**src/rtl/mfscr_defs.vh**
```
// Constants for the flow, speed and max-frame configuration register bank
`ifndef MFSCR_DEFS_VH
`define MFSCR_DEFS_VH
// ====================================================================
// Register byte addresses
`define MFSCR_ADDR_FLOW      12'h040c
`define MFSCR_ADDR_SPEED     12'h0410
`define MFSCR_ADDR_RXMAX     12'h0414
`define MFSCR_ADDR_TXMAX     12'h0418
`define MFSCR_ADDR_REV       12'h04f8
`define MFSCR_ADDR_CAP       12'h04fc
`define MFSCR_ADDR_OVS       12'h0420
// ====================================================================
// Field positions
`define MFSCR_FLOW_TX_BIT    30
`define MFSCR_FLOW_RX_BIT    29
`define MFSCR_SPEED_HI       31
`define MFSCR_SPEED_LO       30
`define MFSCR_MAX_EN_BIT     16
`define MFSCR_MAX_LEN_HI     14
`define MFSCR_OVS_RX_BIT     0
`define MFSCR_OVS_TX_BIT     1
`define MFSCR_TAG_RX_BIT     2
`define MFSCR_TAG_TX_BIT     3
// ====================================================================
// Reset values and codes
`define MFSCR_FLOW_RST       1'b1
`define MFSCR_SPEED_10M      2'b00
`define MFSCR_SPEED_100M     2'b01
`define MFSCR_SPEED_1G       2'b10
`define MFSCR_MAX_LEN_RST    15'h05ee
`define MFSCR_STD_LEN        15'h05ee
`define MFSCR_TAG_LEN        15'h05f2
`define MFSCR_JUMBO_LEN      15'h7fff
`endif

```
**src/rtl/mfscr_limit.v**
```verilog
// Frame length limit selection for one direction
module mfscr_limit (
   input  wire        oversize_en_in,
   input  wire        max_en_in,
   input  wire        tag_en_in,
   input  wire [14:0] max_len_in,
   output reg  [14:0] limit_out
);
`include "mfscr_defs.vh"
   always @* begin
      if (oversize_en_in) begin
         limit_out = `MFSCR_JUMBO_LEN; // RULE_08
      end else if (max_en_in) begin
         limit_out = max_len_in; // RULE_06
      end else if (tag_en_in) begin
         limit_out = `MFSCR_TAG_LEN; // RULE_07
      end else begin
         limit_out = `MFSCR_STD_LEN;
      end
   end
endmodule // mfscr_limit

```
**src/rtl/mfscr_regs.v**
```verilog
// Flow control, speed and max-frame configuration register bank
// Overview of operation
// (RULE_01) Tx flow enable gates pause requests
// (RULE_02) Rx flow enable lets pause inhibit transmitter
// (RULE_03) Speed field codes; gigabit-only build fixed 10
// (RULE_04) Low-speed build accepts only codes 00, 01
// (RULE_05) Speed setting survives reset
// (RULE_06) Rx limit: standard/tagged or programmed length
// (RULE_07) Tx limit: standard/tagged or programmed length
// (RULE_08) Oversize enable overrides max-frame settings
// (RULE_09) Revision register: major, minor, patch fields
// (RULE_10) Capability bits 2..0 report supported speeds
// (RULE_11) Capability bits 10..8 report build options
// (RULE_12) Rx oversize enable accepts frames above maximum
// (RULE_13) Reserved bits read zero, writes ignored
module mfscr_regs #(
   parameter       CAP_1G     = 1,
   parameter       CAP_100M   = 1,
   parameter       CAP_10M    = 1,
   parameter       CAP_FILT   = 1,
   parameter       CAP_HALF   = 1,
   parameter       CAP_STATS  = 1,
   parameter [7:0] REV_MAJOR  = 8'h01, // Arbitrary value
   parameter [7:0] REV_MINOR  = 8'h00, // Arbitrary value
   parameter [7:0] REV_PATCH  = 8'h00  // Arbitrary value
) (
   input  wire        clk_sys_in,
   input  wire        rst_in,
   input  wire [11:0] s_axi_awaddr,
   input  wire        s_axi_awvalid,
   output reg         s_axi_awready,
   input  wire [31:0] s_axi_wdata,
   input  wire [3:0]  s_axi_wstrb,
   input  wire        s_axi_wvalid,
   output reg         s_axi_wready,
   output reg  [1:0]  s_axi_bresp,
   output reg         s_axi_bvalid,
   input  wire        s_axi_bready,
   input  wire [11:0] s_axi_araddr,
   input  wire        s_axi_arvalid,
   output reg         s_axi_arready,
   output reg  [31:0] s_axi_rdata,
   output reg  [1:0]  s_axi_rresp,
   output reg         s_axi_rvalid,
   input  wire        s_axi_rready,
   input  wire        pause_req_in,
   input  wire        rx_pause_frame_in,
   output reg         tx_pause_send_out,
   output reg         tx_inhibit_out,
   output reg         rx_pause_to_client_out,
   output reg  [1:0]  line_speed_out,
   output reg  [14:0] rx_frame_limit_out,
   output reg  [14:0] tx_frame_limit_out,
   output reg         rx_oversize_accept_out
);
`include "mfscr_defs.vh"
   // =================================================================
   // Register state
   reg         flow_tx_q;
   reg         flow_rx_q;
   reg  [1:0]  speed_q;
   reg         rx_max_en_q;
   reg  [14:0] rx_max_len_q;
   reg         tx_max_en_q;
   reg  [14:0] tx_max_len_q;
   reg         ovs_rx_q;
   reg         ovs_tx_q;
   reg         tag_rx_q;
   reg         tag_tx_q;
   reg         aw_got_q;
   reg  [11:0] aw_addr_q;
   reg         w_got_q;
   reg  [31:0] w_data_q;
   reg  [3:0]  w_strb_q;
   wire [14:0] rx_limit;
   wire [14:0] tx_limit;
   wire        only_1g;
   wire        only_low;
   wire        do_write;
   wire [31:0] rx_len_mrg;
   wire [31:0] tx_len_mrg;

   assign only_1g  = (CAP_1G != 0) && (CAP_100M == 0) && (CAP_10M == 0);
   assign only_low = (CAP_1G == 0);
   assign do_write = aw_got_q && w_got_q && !s_axi_bvalid;
   assign rx_len_mrg = merge({17'h0_0000, rx_max_len_q}, w_data_q, w_strb_q);
   assign tx_len_mrg = merge({17'h0_0000, tx_max_len_q}, w_data_q, w_strb_q);

   // Byte-lane merge of write data
   function [31:0] merge;
      input [31:0] old_v;
      input [31:0] new_v;
      input [3:0]  strb;
      integer i;
      begin
         merge = old_v;
         for (i = 0; i < 4; i = i + 1) begin
            if (strb[i]) begin
               merge[i*8 +: 8] = new_v[i*8 +: 8];
            end
         end
      end
   endfunction

   // Known register address
   function mapped;
      input [11:0] a;
      begin
         mapped = (a == `MFSCR_ADDR_FLOW) || (a == `MFSCR_ADDR_SPEED) ||
                  (a == `MFSCR_ADDR_RXMAX) || (a == `MFSCR_ADDR_TXMAX) ||
                  (a == `MFSCR_ADDR_REV) || (a == `MFSCR_ADDR_CAP) ||
                  (a == `MFSCR_ADDR_OVS);
      end
   endfunction

   // Current register image with reserved bits zero
   function [31:0] image;
      input [11:0] a;
      begin
         image = 32'h0000_0000; // RULE_13
         if (a == `MFSCR_ADDR_FLOW) begin
            image[`MFSCR_FLOW_TX_BIT] = flow_tx_q;
            image[`MFSCR_FLOW_RX_BIT] = flow_rx_q;
         end else if (a == `MFSCR_ADDR_SPEED) begin
            image[`MFSCR_SPEED_HI:`MFSCR_SPEED_LO] = speed_q;
         end else if (a == `MFSCR_ADDR_RXMAX) begin
            image[`MFSCR_MAX_EN_BIT] = rx_max_en_q;
            image[`MFSCR_MAX_LEN_HI:0] = rx_max_len_q;
         end else if (a == `MFSCR_ADDR_TXMAX) begin
            image[`MFSCR_MAX_EN_BIT] = tx_max_en_q;
            image[`MFSCR_MAX_LEN_HI:0] = tx_max_len_q;
         end else if (a == `MFSCR_ADDR_REV) begin
            image = {REV_MAJOR, REV_MINOR, 8'h00, REV_PATCH}; // RULE_09
         end else if (a == `MFSCR_ADDR_CAP) begin
            image[10] = (CAP_FILT != 0);  // RULE_11
            image[9]  = (CAP_HALF != 0);  // RULE_11
            image[8]  = (CAP_STATS != 0); // RULE_11
            image[2]  = (CAP_1G != 0);    // RULE_10
            image[1]  = (CAP_100M != 0);  // RULE_10
            image[0]  = (CAP_10M != 0);   // RULE_10
         end else if (a == `MFSCR_ADDR_OVS) begin
            image[`MFSCR_OVS_RX_BIT] = ovs_rx_q;
            image[`MFSCR_OVS_TX_BIT] = ovs_tx_q;
            image[`MFSCR_TAG_RX_BIT] = tag_rx_q;
            image[`MFSCR_TAG_TX_BIT] = tag_tx_q;
         end
      end
   endfunction

   // =================================================================
   // Write channels
   always @(posedge clk_sys_in) begin
      if (rst_in) begin
         s_axi_awready <= 1'b0;
         s_axi_wready  <= 1'b0;
         s_axi_bvalid  <= 1'b0;
         s_axi_bresp   <= 2'b00;
         aw_got_q      <= 1'b0;
         w_got_q       <= 1'b0;
         aw_addr_q     <= 12'h000;
         w_data_q      <= 32'h0000_0000;
         w_strb_q      <= 4'h0;
      end else begin
         s_axi_awready <= !aw_got_q && !s_axi_awready && !s_axi_bvalid;
         s_axi_wready  <= !w_got_q && !s_axi_wready && !s_axi_bvalid;
         if (s_axi_awvalid && s_axi_awready) begin
            aw_got_q      <= 1'b1;
            aw_addr_q     <= s_axi_awaddr;
            s_axi_awready <= 1'b0;
         end
         if (s_axi_wvalid && s_axi_wready) begin
            w_got_q      <= 1'b1;
            w_data_q     <= s_axi_wdata;
            w_strb_q     <= s_axi_wstrb;
            s_axi_wready <= 1'b0;
         end
         if (do_write) begin
            s_axi_bvalid <= 1'b1;
            s_axi_bresp  <= mapped(aw_addr_q) ? 2'b00 : 2'b10;
         end
         if (s_axi_bvalid && s_axi_bready) begin
            s_axi_bvalid <= 1'b0;
            aw_got_q     <= 1'b0;
            w_got_q      <= 1'b0;
         end
      end
   end

   // =================================================================
   // Configuration registers
   always @(posedge clk_sys_in) begin
      if (rst_in) begin
         flow_tx_q    <= `MFSCR_FLOW_RST;
         flow_rx_q    <= `MFSCR_FLOW_RST;
         rx_max_en_q  <= 1'b0;
         rx_max_len_q <= `MFSCR_MAX_LEN_RST;
         tx_max_en_q  <= 1'b0;
         tx_max_len_q <= `MFSCR_MAX_LEN_RST;
         ovs_rx_q     <= 1'b0;
         ovs_tx_q     <= 1'b0;
         tag_rx_q     <= 1'b0;
         tag_tx_q     <= 1'b0;
      end else if (do_write) begin
         if (aw_addr_q == `MFSCR_ADDR_FLOW) begin
            if (w_strb_q[3]) begin
               flow_tx_q <= w_data_q[`MFSCR_FLOW_TX_BIT];
               flow_rx_q <= w_data_q[`MFSCR_FLOW_RX_BIT];
            end
         end else if (aw_addr_q == `MFSCR_ADDR_RXMAX) begin
            if (w_strb_q[2]) begin
               rx_max_en_q <= w_data_q[`MFSCR_MAX_EN_BIT];
            end
            rx_max_len_q <= rx_len_mrg[`MFSCR_MAX_LEN_HI:0];
         end else if (aw_addr_q == `MFSCR_ADDR_TXMAX) begin
            if (w_strb_q[2]) begin
               tx_max_en_q <= w_data_q[`MFSCR_MAX_EN_BIT];
            end
            tx_max_len_q <= tx_len_mrg[`MFSCR_MAX_LEN_HI:0];
         end else if (aw_addr_q == `MFSCR_ADDR_OVS) begin
            if (w_strb_q[0]) begin
               ovs_rx_q <= w_data_q[`MFSCR_OVS_RX_BIT];
               ovs_tx_q <= w_data_q[`MFSCR_OVS_TX_BIT];
               tag_rx_q <= w_data_q[`MFSCR_TAG_RX_BIT];
               tag_tx_q <= w_data_q[`MFSCR_TAG_TX_BIT];
            end
         end
      end
   end

   // =================================================================
   // Speed register, untouched by reset
   initial speed_q = `MFSCR_SPEED_1G;
   always @(posedge clk_sys_in) begin // RULE_05
      if (only_1g) begin
         speed_q <= `MFSCR_SPEED_1G; // RULE_03
      end else if (!rst_in && do_write && w_strb_q[3] &&
                   aw_addr_q == `MFSCR_ADDR_SPEED) begin
         if (only_low) begin
            if (!w_data_q[`MFSCR_SPEED_HI]) begin
               speed_q <= w_data_q[`MFSCR_SPEED_HI:`MFSCR_SPEED_LO]; // RULE_04
            end
         end else if (w_data_q[`MFSCR_SPEED_HI:`MFSCR_SPEED_LO] != 2'b11) begin
            speed_q <= w_data_q[`MFSCR_SPEED_HI:`MFSCR_SPEED_LO]; // RULE_03
         end
      end
   end

   // =================================================================
   // Read channel
   always @(posedge clk_sys_in) begin
      if (rst_in) begin
         s_axi_arready <= 1'b0;
         s_axi_rvalid  <= 1'b0;
         s_axi_rdata   <= 32'h0000_0000;
         s_axi_rresp   <= 2'b00;
      end else begin
         s_axi_arready <= !s_axi_rvalid && !s_axi_arready;
         if (s_axi_arvalid && s_axi_arready) begin
            s_axi_arready <= 1'b0;
            s_axi_rvalid  <= 1'b1;
            s_axi_rdata   <= image(s_axi_araddr);
            s_axi_rresp   <= mapped(s_axi_araddr) ? 2'b00 : 2'b10;
         end else if (s_axi_rvalid && s_axi_rready) begin
            s_axi_rvalid <= 1'b0;
         end
      end
   end

   // =================================================================
   // Frame limits
   mfscr_limit u_rx_limit (
      .oversize_en_in (ovs_rx_q),
      .max_en_in      (rx_max_en_q),
      .tag_en_in      (tag_rx_q),
      .max_len_in     (rx_max_len_q),
      .limit_out      (rx_limit)
   );

   mfscr_limit u_tx_limit (
      .oversize_en_in (ovs_tx_q),
      .max_en_in      (tx_max_en_q),
      .tag_en_in      (tag_tx_q),
      .max_len_in     (tx_max_len_q),
      .limit_out      (tx_limit)
   );

   // =================================================================
   // Outputs to the transmitter and receiver
   always @(posedge clk_sys_in) begin
      if (rst_in) begin
         tx_pause_send_out      <= 1'b0;
         tx_inhibit_out         <= 1'b0;
         rx_pause_to_client_out <= 1'b0;
         line_speed_out         <= `MFSCR_SPEED_1G;
         rx_frame_limit_out     <= `MFSCR_STD_LEN;
         tx_frame_limit_out     <= `MFSCR_STD_LEN;
         rx_oversize_accept_out <= 1'b0;
      end else begin
         tx_pause_send_out      <= pause_req_in && flow_tx_q; // RULE_01
         tx_inhibit_out         <= rx_pause_frame_in && flow_rx_q; // RULE_02
         rx_pause_to_client_out <= rx_pause_frame_in && !flow_rx_q; // RULE_02
         line_speed_out         <= speed_q;
         rx_frame_limit_out     <= rx_limit; // RULE_06
         tx_frame_limit_out     <= tx_limit; // RULE_07
         rx_oversize_accept_out <= ovs_rx_q; // RULE_12
      end
   end
endmodule // mfscr_regs

```
**config.mk**
```make
export PLATFORM = sky130hd
export DESIGN_NAME = mfscr_regs
export DESIGN_NICKNAME = d
export VERILOG_FILES = /design/src/rtl/mfscr_limit.v /design/src/rtl/mfscr_regs.v
export VERILOG_INCLUDE_DIRS = /design/src /design/src/rtl
export SDC_FILE = /design/constraint.sdc
export NUM_CORES = 1
export LEC_CHECK = 0
export ABC_CLOCK_PERIOD_IN_PS = 2900
export BUFFER_PORTS_ARGS = -buffer_cell sky130_fd_sc_hd__clkbuf_2
export CORE_MARGIN = 4
export CORE_UTILIZATION = 52
export DETAILED_ROUTE_END_ITERATION = 8
export PLACE_DENSITY = 0.79
export SLEW_MARGIN = 20
export SYNTH_ARGS = -nofsm -noshare
export SYNTH_HDL_FRONTEND = slang
export SYNTH_SLANG_ARGS = --single-unit
export TNS_END_PERCENT = 50
```
**constraint.sdc**
```tcl
create_clock -name clk_sys_in -period 2.9 [get_ports clk_sys_in]
set_clock_uncertainty 0.2 [all_clocks]
set_input_delay 0.145 -clock clk_sys_in [delete_from_list [all_inputs] [get_ports clk_sys_in]]
set_output_delay 0.145 -clock clk_sys_in [all_outputs]
set_load 0.03 [all_outputs]
```
Yosys cells after proc, flatten, opt, wreduce, memory -nomap -nowiden
Cells that the tools add are included.
- logic and storage cells: 138
- output and inout bits: 77
- register bits: 167
- reductions and logical operators: 55
- bitwise gates (word level): 3
- muxes and demuxes: 30
- eq/ne operators: 15
- operators by type and width (kind ; number):
    equality test 12 x 11 -> 1 bit, second input constant ; 14
    two-way mux 15 bit ; 6
    two-way mux 30 bit ; 1
    two-way mux 29 bit ; 1
    logical AND 1 bit ; 18
    two-way mux 8 bit ; 2
    AND reduction 5 bit ; 3
    two-way mux 14 bit ; 1
    logical OR 1 bit ; 12
    AND reduction 4 bit ; 3
    OR reduction 2 bit ; 6
    two-way mux 5 bit ; 2
    logical NOT 1 bit ; 9
    two-way mux 3 bit ; 3
    two-way mux 1 bit ; 8
    two-way mux 2 bit ; 4
    two-way mux 4 bit ; 2
    AND reduction 6 bit ; 1
    NOT 1 bit ; 3
    AND reduction 3 bit ; 1
    inequality test 2 bit, second input constant ; 1
    AND reduction 2 bit ; 1
    nonzero test 2 bit ; 1

Logic depth before layout (Yosys ltp)
- depth after elaboration: 8
- depth in mapped cells: 6
- mapped depth without buffers: 4

Cells and area by module
From an unflattened synthesis, not the netlist that was laid out.
- cells, all modules: 672
- area, all modules: 5876.9 um2
- by module, submodules not included (module ; area each (um2) ; cells each ; instances):
    mfscr_regs ; 5586.6 ; 632 ; 1
    mfscr_limit ; 145.1 ; 20 ; 2

Worst setup path after synthesis
OpenSTA, ideal clock, no wires.
- kind: flip-flop to flip-flop
- start point: register aw_addr_q[11]
- end point: register speed_q[0] (enable)
- library setup time: 0.309 ns
- stages on the path, launching flop included: 6
- data arrival time: 1.562 ns
- slack: 0.829 ns
- cell sequence: dfxtp_1 -> or4b_4 -> or2_1 -> clkbuf_1 -> buf_2 -> nor2_1
- cells in the longest elaborated chain, start to end: 3
- RTL lines (element ; RTL line ; RTL):
    start, declared ; mfscr_regs.v:71 ; reg [11:0] aw_addr_q;
    start signal, assigned ; mfscr_regs.v:168 ; aw_addr_q <= s_axi_awaddr;
    equality test 12 x 11 -> 1 bit (no source line) ; n/a ;
    logical AND 1 bit (no source line) ; n/a ;
    AND reduction 2 bit (no source line) ; n/a ;
    end signal, assigned ; mfscr_regs.v:235 ; speed_q <= `MFSCR_SPEED_1G;
    end signal, assigned ; mfscr_regs.v:240 ; speed_q <= w_data_q[`MFSCR_SPEED_HI:`MFSCR_SPEED_LO];
    end signal, assigned ; mfscr_regs.v:243 ; speed_q <= w_data_q[`MFSCR_SPEED_HI:`MFSCR_SPEED_LO];
    end, declared ; mfscr_regs.v:61 ; reg [1:0] speed_q;
No other way between the ends.
A chain may end at the register's enable or synchronous reset.

Worst setup path after layout
- start point: input port s_axi_araddr[5]
- end point: register s_axi_rdata[31]
- cells in the longest elaborated chain, start to end: 3
- elaborated cells on any way between the ends: 4
- classes of those cells: eq/ne: 2; mux: 2
- RTL lines (element ; RTL line ; RTL):
    start, declared ; mfscr_regs.v:39 ; input wire [11:0] s_axi_araddr,
    equality test 12 x 11 -> 1 bit (no source line) ; n/a ;
    two-way mux 2 bit ; mfscr_regs.v:124 ; end else if (a == `MFSCR_ADDR_SPEED) begin
    two-way mux 1 bit * ; mfscr_regs.v:121 ; if (a == `MFSCR_ADDR_FLOW) begin
    end signal, assigned ; mfscr_regs.v:261 ; s_axi_rdata <= image(s_axi_araddr);
    end, declared ; mfscr_regs.v:42 ; output reg [31:0] s_axi_rdata,
Every way passes the cells marked *; elsewhere a longest branch is shown, timed or not.

==> summary by stage <==
Drt
The routed layout has 5,297 vias. After detailed routing, the number of remaining DRC violations is 0. Once detail routing completed, the nets flagged for antenna violations numbered 0. In the final routed layout, each cell accounts on average for 16.34 um. The first-pass iteration count of the detailed router is 5. Summed over all layers, the routed wires come to 15.83 mm. The routed via count divided by cell count is 5.466. In this run, the number of DRC markers left after iteration 0 of detailed routing was 421.

Worst setup path
The critical path endpoint category is a flop. The number of buffer and inverter instances along the worst setup path is 4. The worst stage delay on the critical path is slightly below 0.7 ns. The critical path start-end classification is input pin to flop. The arrival time of data at the critical path endpoint is 2.73 ns. The critical-path maximum fanout is 6.

The reg2reg setup slack is 0.42 ns. Among all stages on the critical path, the largest delay is contributed by sky130_fd_sc_hd__dlygate4sd3_1. The critical path goes through dlygate4sd3_1, clkbuf_2, nor4b_4, dlygate4sd3_1, nand4_1, dlygate4sd3_1, a21oi_1. The required time reported for the critical path endpoint is 3.15 ns.

The family with the most delay on the worst path is buffers and inverters. STA classifies the critical path startpoint as an input pin. Among the stages of the critical path, the cell type that occurs most often is sky130_fd_sc_hd__dlygate4sd3_1.

Floorplan
The die outline area is 12,430 um^2. The area inside the core boundary is 10,370 um^2. The height of the chip is 111.5 um. During I/O placement, the number of pins put on the boundary was 146. Once the floorplan was initialized, standard cells occupied a little over half of the core. The die is 111.5 um wide. After floorplanning, the core was divided into 37 placement rows.

Clock tree
In this run the number of H-tree levels came out at 4. Clock tree synthesis inserted a total of 17 buffers. The sink count of the clock tree is 140. After clock tree synthesis, the clock-pin slew on the worst setup and hold paths is 0.06 ns. Buffers added to address setup during post-CTS repair amount to 0.

For the worst-skew pair, the clock arrives at the later sink with an insertion delay of 0.52 ns. TritonCTS built the clock tree. The maximum root-to-sink buffer count is 2. The cell at the root of the clock tree is sky130_fd_sc_hd__clkbuf_8.

Placed design
The number of port buffers is roughly 120. The worst setup slack before clock tree synthesis is between 0.6 and 0.7 ns. The total half-perimeter wirelength after legalization and detailed placement is roughly 10 mm.

The congestion estimate from routability-driven global placement came to 0.8599.

STA
The sum of negative setup slack is 0 ns. The worst slew margin relative to its limit is approximately two fifths. The hold violation total from the final report is 0. Setup repair after global routing left no endpoint under its margin. Setup violations remaining at the end of the flow were counted as 0. For the pin with the worst max-slew slack, the measured transition is 0.8876 ns. The setup slack after layout is 0.4207 ns. The highest attainable clock frequency is 403.3 MHz. The max-slew violation total from the final report is 0. Hold timing on the final database bottoms out at a slack of 0.06411 ns. Counting I/O delays and the setup requirement, the final critical path takes 2.479 ns.

The period utilization is 85.49%.

Cells and area
The library cell used most frequently in the layout, excluding fill and tap cells, is sky130_fd_sc_hd__dfxtp_1. The net count of the finished layout is 890. The number of antenna diodes in the final layout is 0.

In the final layout, the share of cells above drive strength 1 is 19.69%. From synthesis to final layout, the design area changed by 35.08%. The library cells used most frequently in the layout, excluding fill and tap cells, are 138 x sky130_fd_sc_hd__dfxtp_1, 117 x sky130_fd_sc_hd__clkbuf_2, 109 x sky130_fd_sc_hd__nand2_1.

GRT
Entering global routing, the biggest net connects 72 pins. The first global-routing pass estimated 25.76 mm of wire. After global routing the overflow that remains totals 0. The number of antenna violations at the first check in global routing is 0. Global routing used 25.51% of the available tracks. The number of global-route vias before repair came to 5,194.

Synth
The top cell type by area accounts for 49.62% of the synthesized area. The largest total area in the synthesized netlist belongs to sky130_fd_sc_hd__dfxtp_1. After synthesis, the largest family of logic cells by area is simple AND/OR/NAND/NOR gates. In the post-synthesis netlist, the biggest area contributors are sky130_fd_sc_hd__dfxtp_1 50%, sky130_fd_sc_hd__nand2_1 7.3%, sky130_fd_sc_hd__a21oi_1 7.1%. After Yosys synthesis, full adders, half adders and majority gates account for 0% of the synthesized area. The fraction of registers with async set or reset after synthesis is 0%. After Yosys synthesis, XOR and XNOR cells account for 0% of the synthesized area. The most frequently used flop master after synthesis is sky130_fd_sc_hd__dfxtp_1. The number of instances in the synthesized netlist is 637. The mean area per synthesized cell is 8.741 um^2. The share of the Yosys chip area taken by registers is slightly above 50%. The number of flops mapped to enable cells by yosys is 2. The synthesized netlist devotes roughly 14% of its cell area to compound gates. The area share of and/or/nand/nor cells after synthesis is 25.06%. After synthesis, the share of cell area in mux cells is 5.393%. The number of distinct standard cells referenced by the synthesized netlist is 51. For this run, the number of Yosys warnings is 0. The mapped netlist covers 5568 um^2. The flip-flop and latch count after synthesis is 140.

Power and ir drop
The static power due to leakage is ~0.0032 uW. The worst-case vdd ir drop is between 0.3 and 0.4 mV. The power density relative to cell area is 579.1 nW/um^2.

Worst hold path
The kind of path behind the tightest hold check is input pin to flop.

Status
The run finished with clean final reports.

Job
The max capacitance violation total is 0.
==> per-layer routing <==
| metal | GRT usage [%] | vias up | part of all wire [%] |
|---|---|---|---|
| met5 | 0 | - | 0 |
| met4 | 10.54 | 0 | 2.5 |
| met3 | 6.141 | 39 | 6.5 |
| met2 | 44.31 | 226 | 51 |
| met1 | 30.23 | 2458 | 40 |
| li1 | - | 2574 | - |
==> synthesized netlist by cell type (all sizes together), types with 2 or more instances <==
master  instances
nand3           9
a21o            3
o21a            2
dfxtp         138
nor2b          10
or4             2
nor4b           5
and3b           2
mux2i          30
o31ai           8
buf            26
clkbuf         27
nand2b         15
nand2         109
and2            5
nor3            8
nor3b           5
edfxtp          2
a211oi          5
inv             5
and3            3
o21ai          31
o31a            2
or2             2
nor4            4
nand4          27
a21oi          79
nor2           55
nand3b          4
or4b            3
==> timing repair <==
action / in CTS / in global routing
hold endpoints to repair: 63 / 0
hold buffers: 81 / 0
resized for setup: 0 / 0
==> tightest hold or removal path: stages <==
cell                       delay (ns)
sky130_fd_sc_hd__clkbuf_2        0.16
sky130_fd_sc_hd__a21boi_0        0.19
sky130_fd_sc_hd__o21ai_0         0.08
sky130_fd_sc_hd__o21ai_0         0.08
sky130_fd_sc_hd__a311oi_1        0.09
==> power by group <==
group | total, uW | switching [uW] | internal (uW) | leakage [uW]
Combinational | 342 | 196 | 147 | 0.00177
Clock | 2010 | 795 | 1220 | 0.000269
Sequential | 2000 | 37.4 | 1960 | 0.00114
==> cells by family (layout without fill, tap and decap cells) <==
group / after synthesis / in the layout
and+or+nand+nor: 271 / 271
DFF: 140 / 140
AOI/OAI and AO/OA: 137 / 137
buffers and inverters: 58 / 241
muxes: 30 / 30
other: 1 / 14
==> metrics by stage <==
step / instance area [um^2] / utilization [%] / std cells / total power [uW]
CTS: 7521 / 72.53 / 969 / 4351
floorplan: 5617 / - / 650 / 2218
global placement: 6162 / 59.42 / 857 / 2286
finish: 7521 / 72.53 / 969 / 4355
detailed placement: 6162 / 59.42 / 857 / 2295
global route: 7521 / 72.53 / 969 / 4491
==> final timing paths <==
kind                         from              end  cells past startpoint
setup / recovery  s_axi_araddr[5]  s_axi_rdata[31]                      7
hold / removal    s_axi_araddr[4]   s_axi_rresp[1]                      5
setup reg to reg    s_axi_awready     aw_addr_q[7]                      5
hold reg to reg      s_axi_rvalid    s_axi_arready                      1
==> state kept, by name (all words and copies together), names as in the netlist, 2 cells and up <==
name	count
rx_max_len_q	15
speed_q	2
tx_frame_limit_out	15
w_data_q	19
aw_addr_q	12
tx_max_len_q	15
w_strb_q	4
line_speed_out	2
s_axi_rdata	20
rx_frame_limit_out	15
==> area by class of cell <==
type	instances	area, um^2
multi-input cells	452	2512
inverters	5	18.77
well taps	136	170.2
clock inverters	11	122.6
repair buffers	205	1449
clock buffers	20	425.4
fillers	766	2849
flip-flops and latches	140	2823
Power figures use the tool's default switching activity.
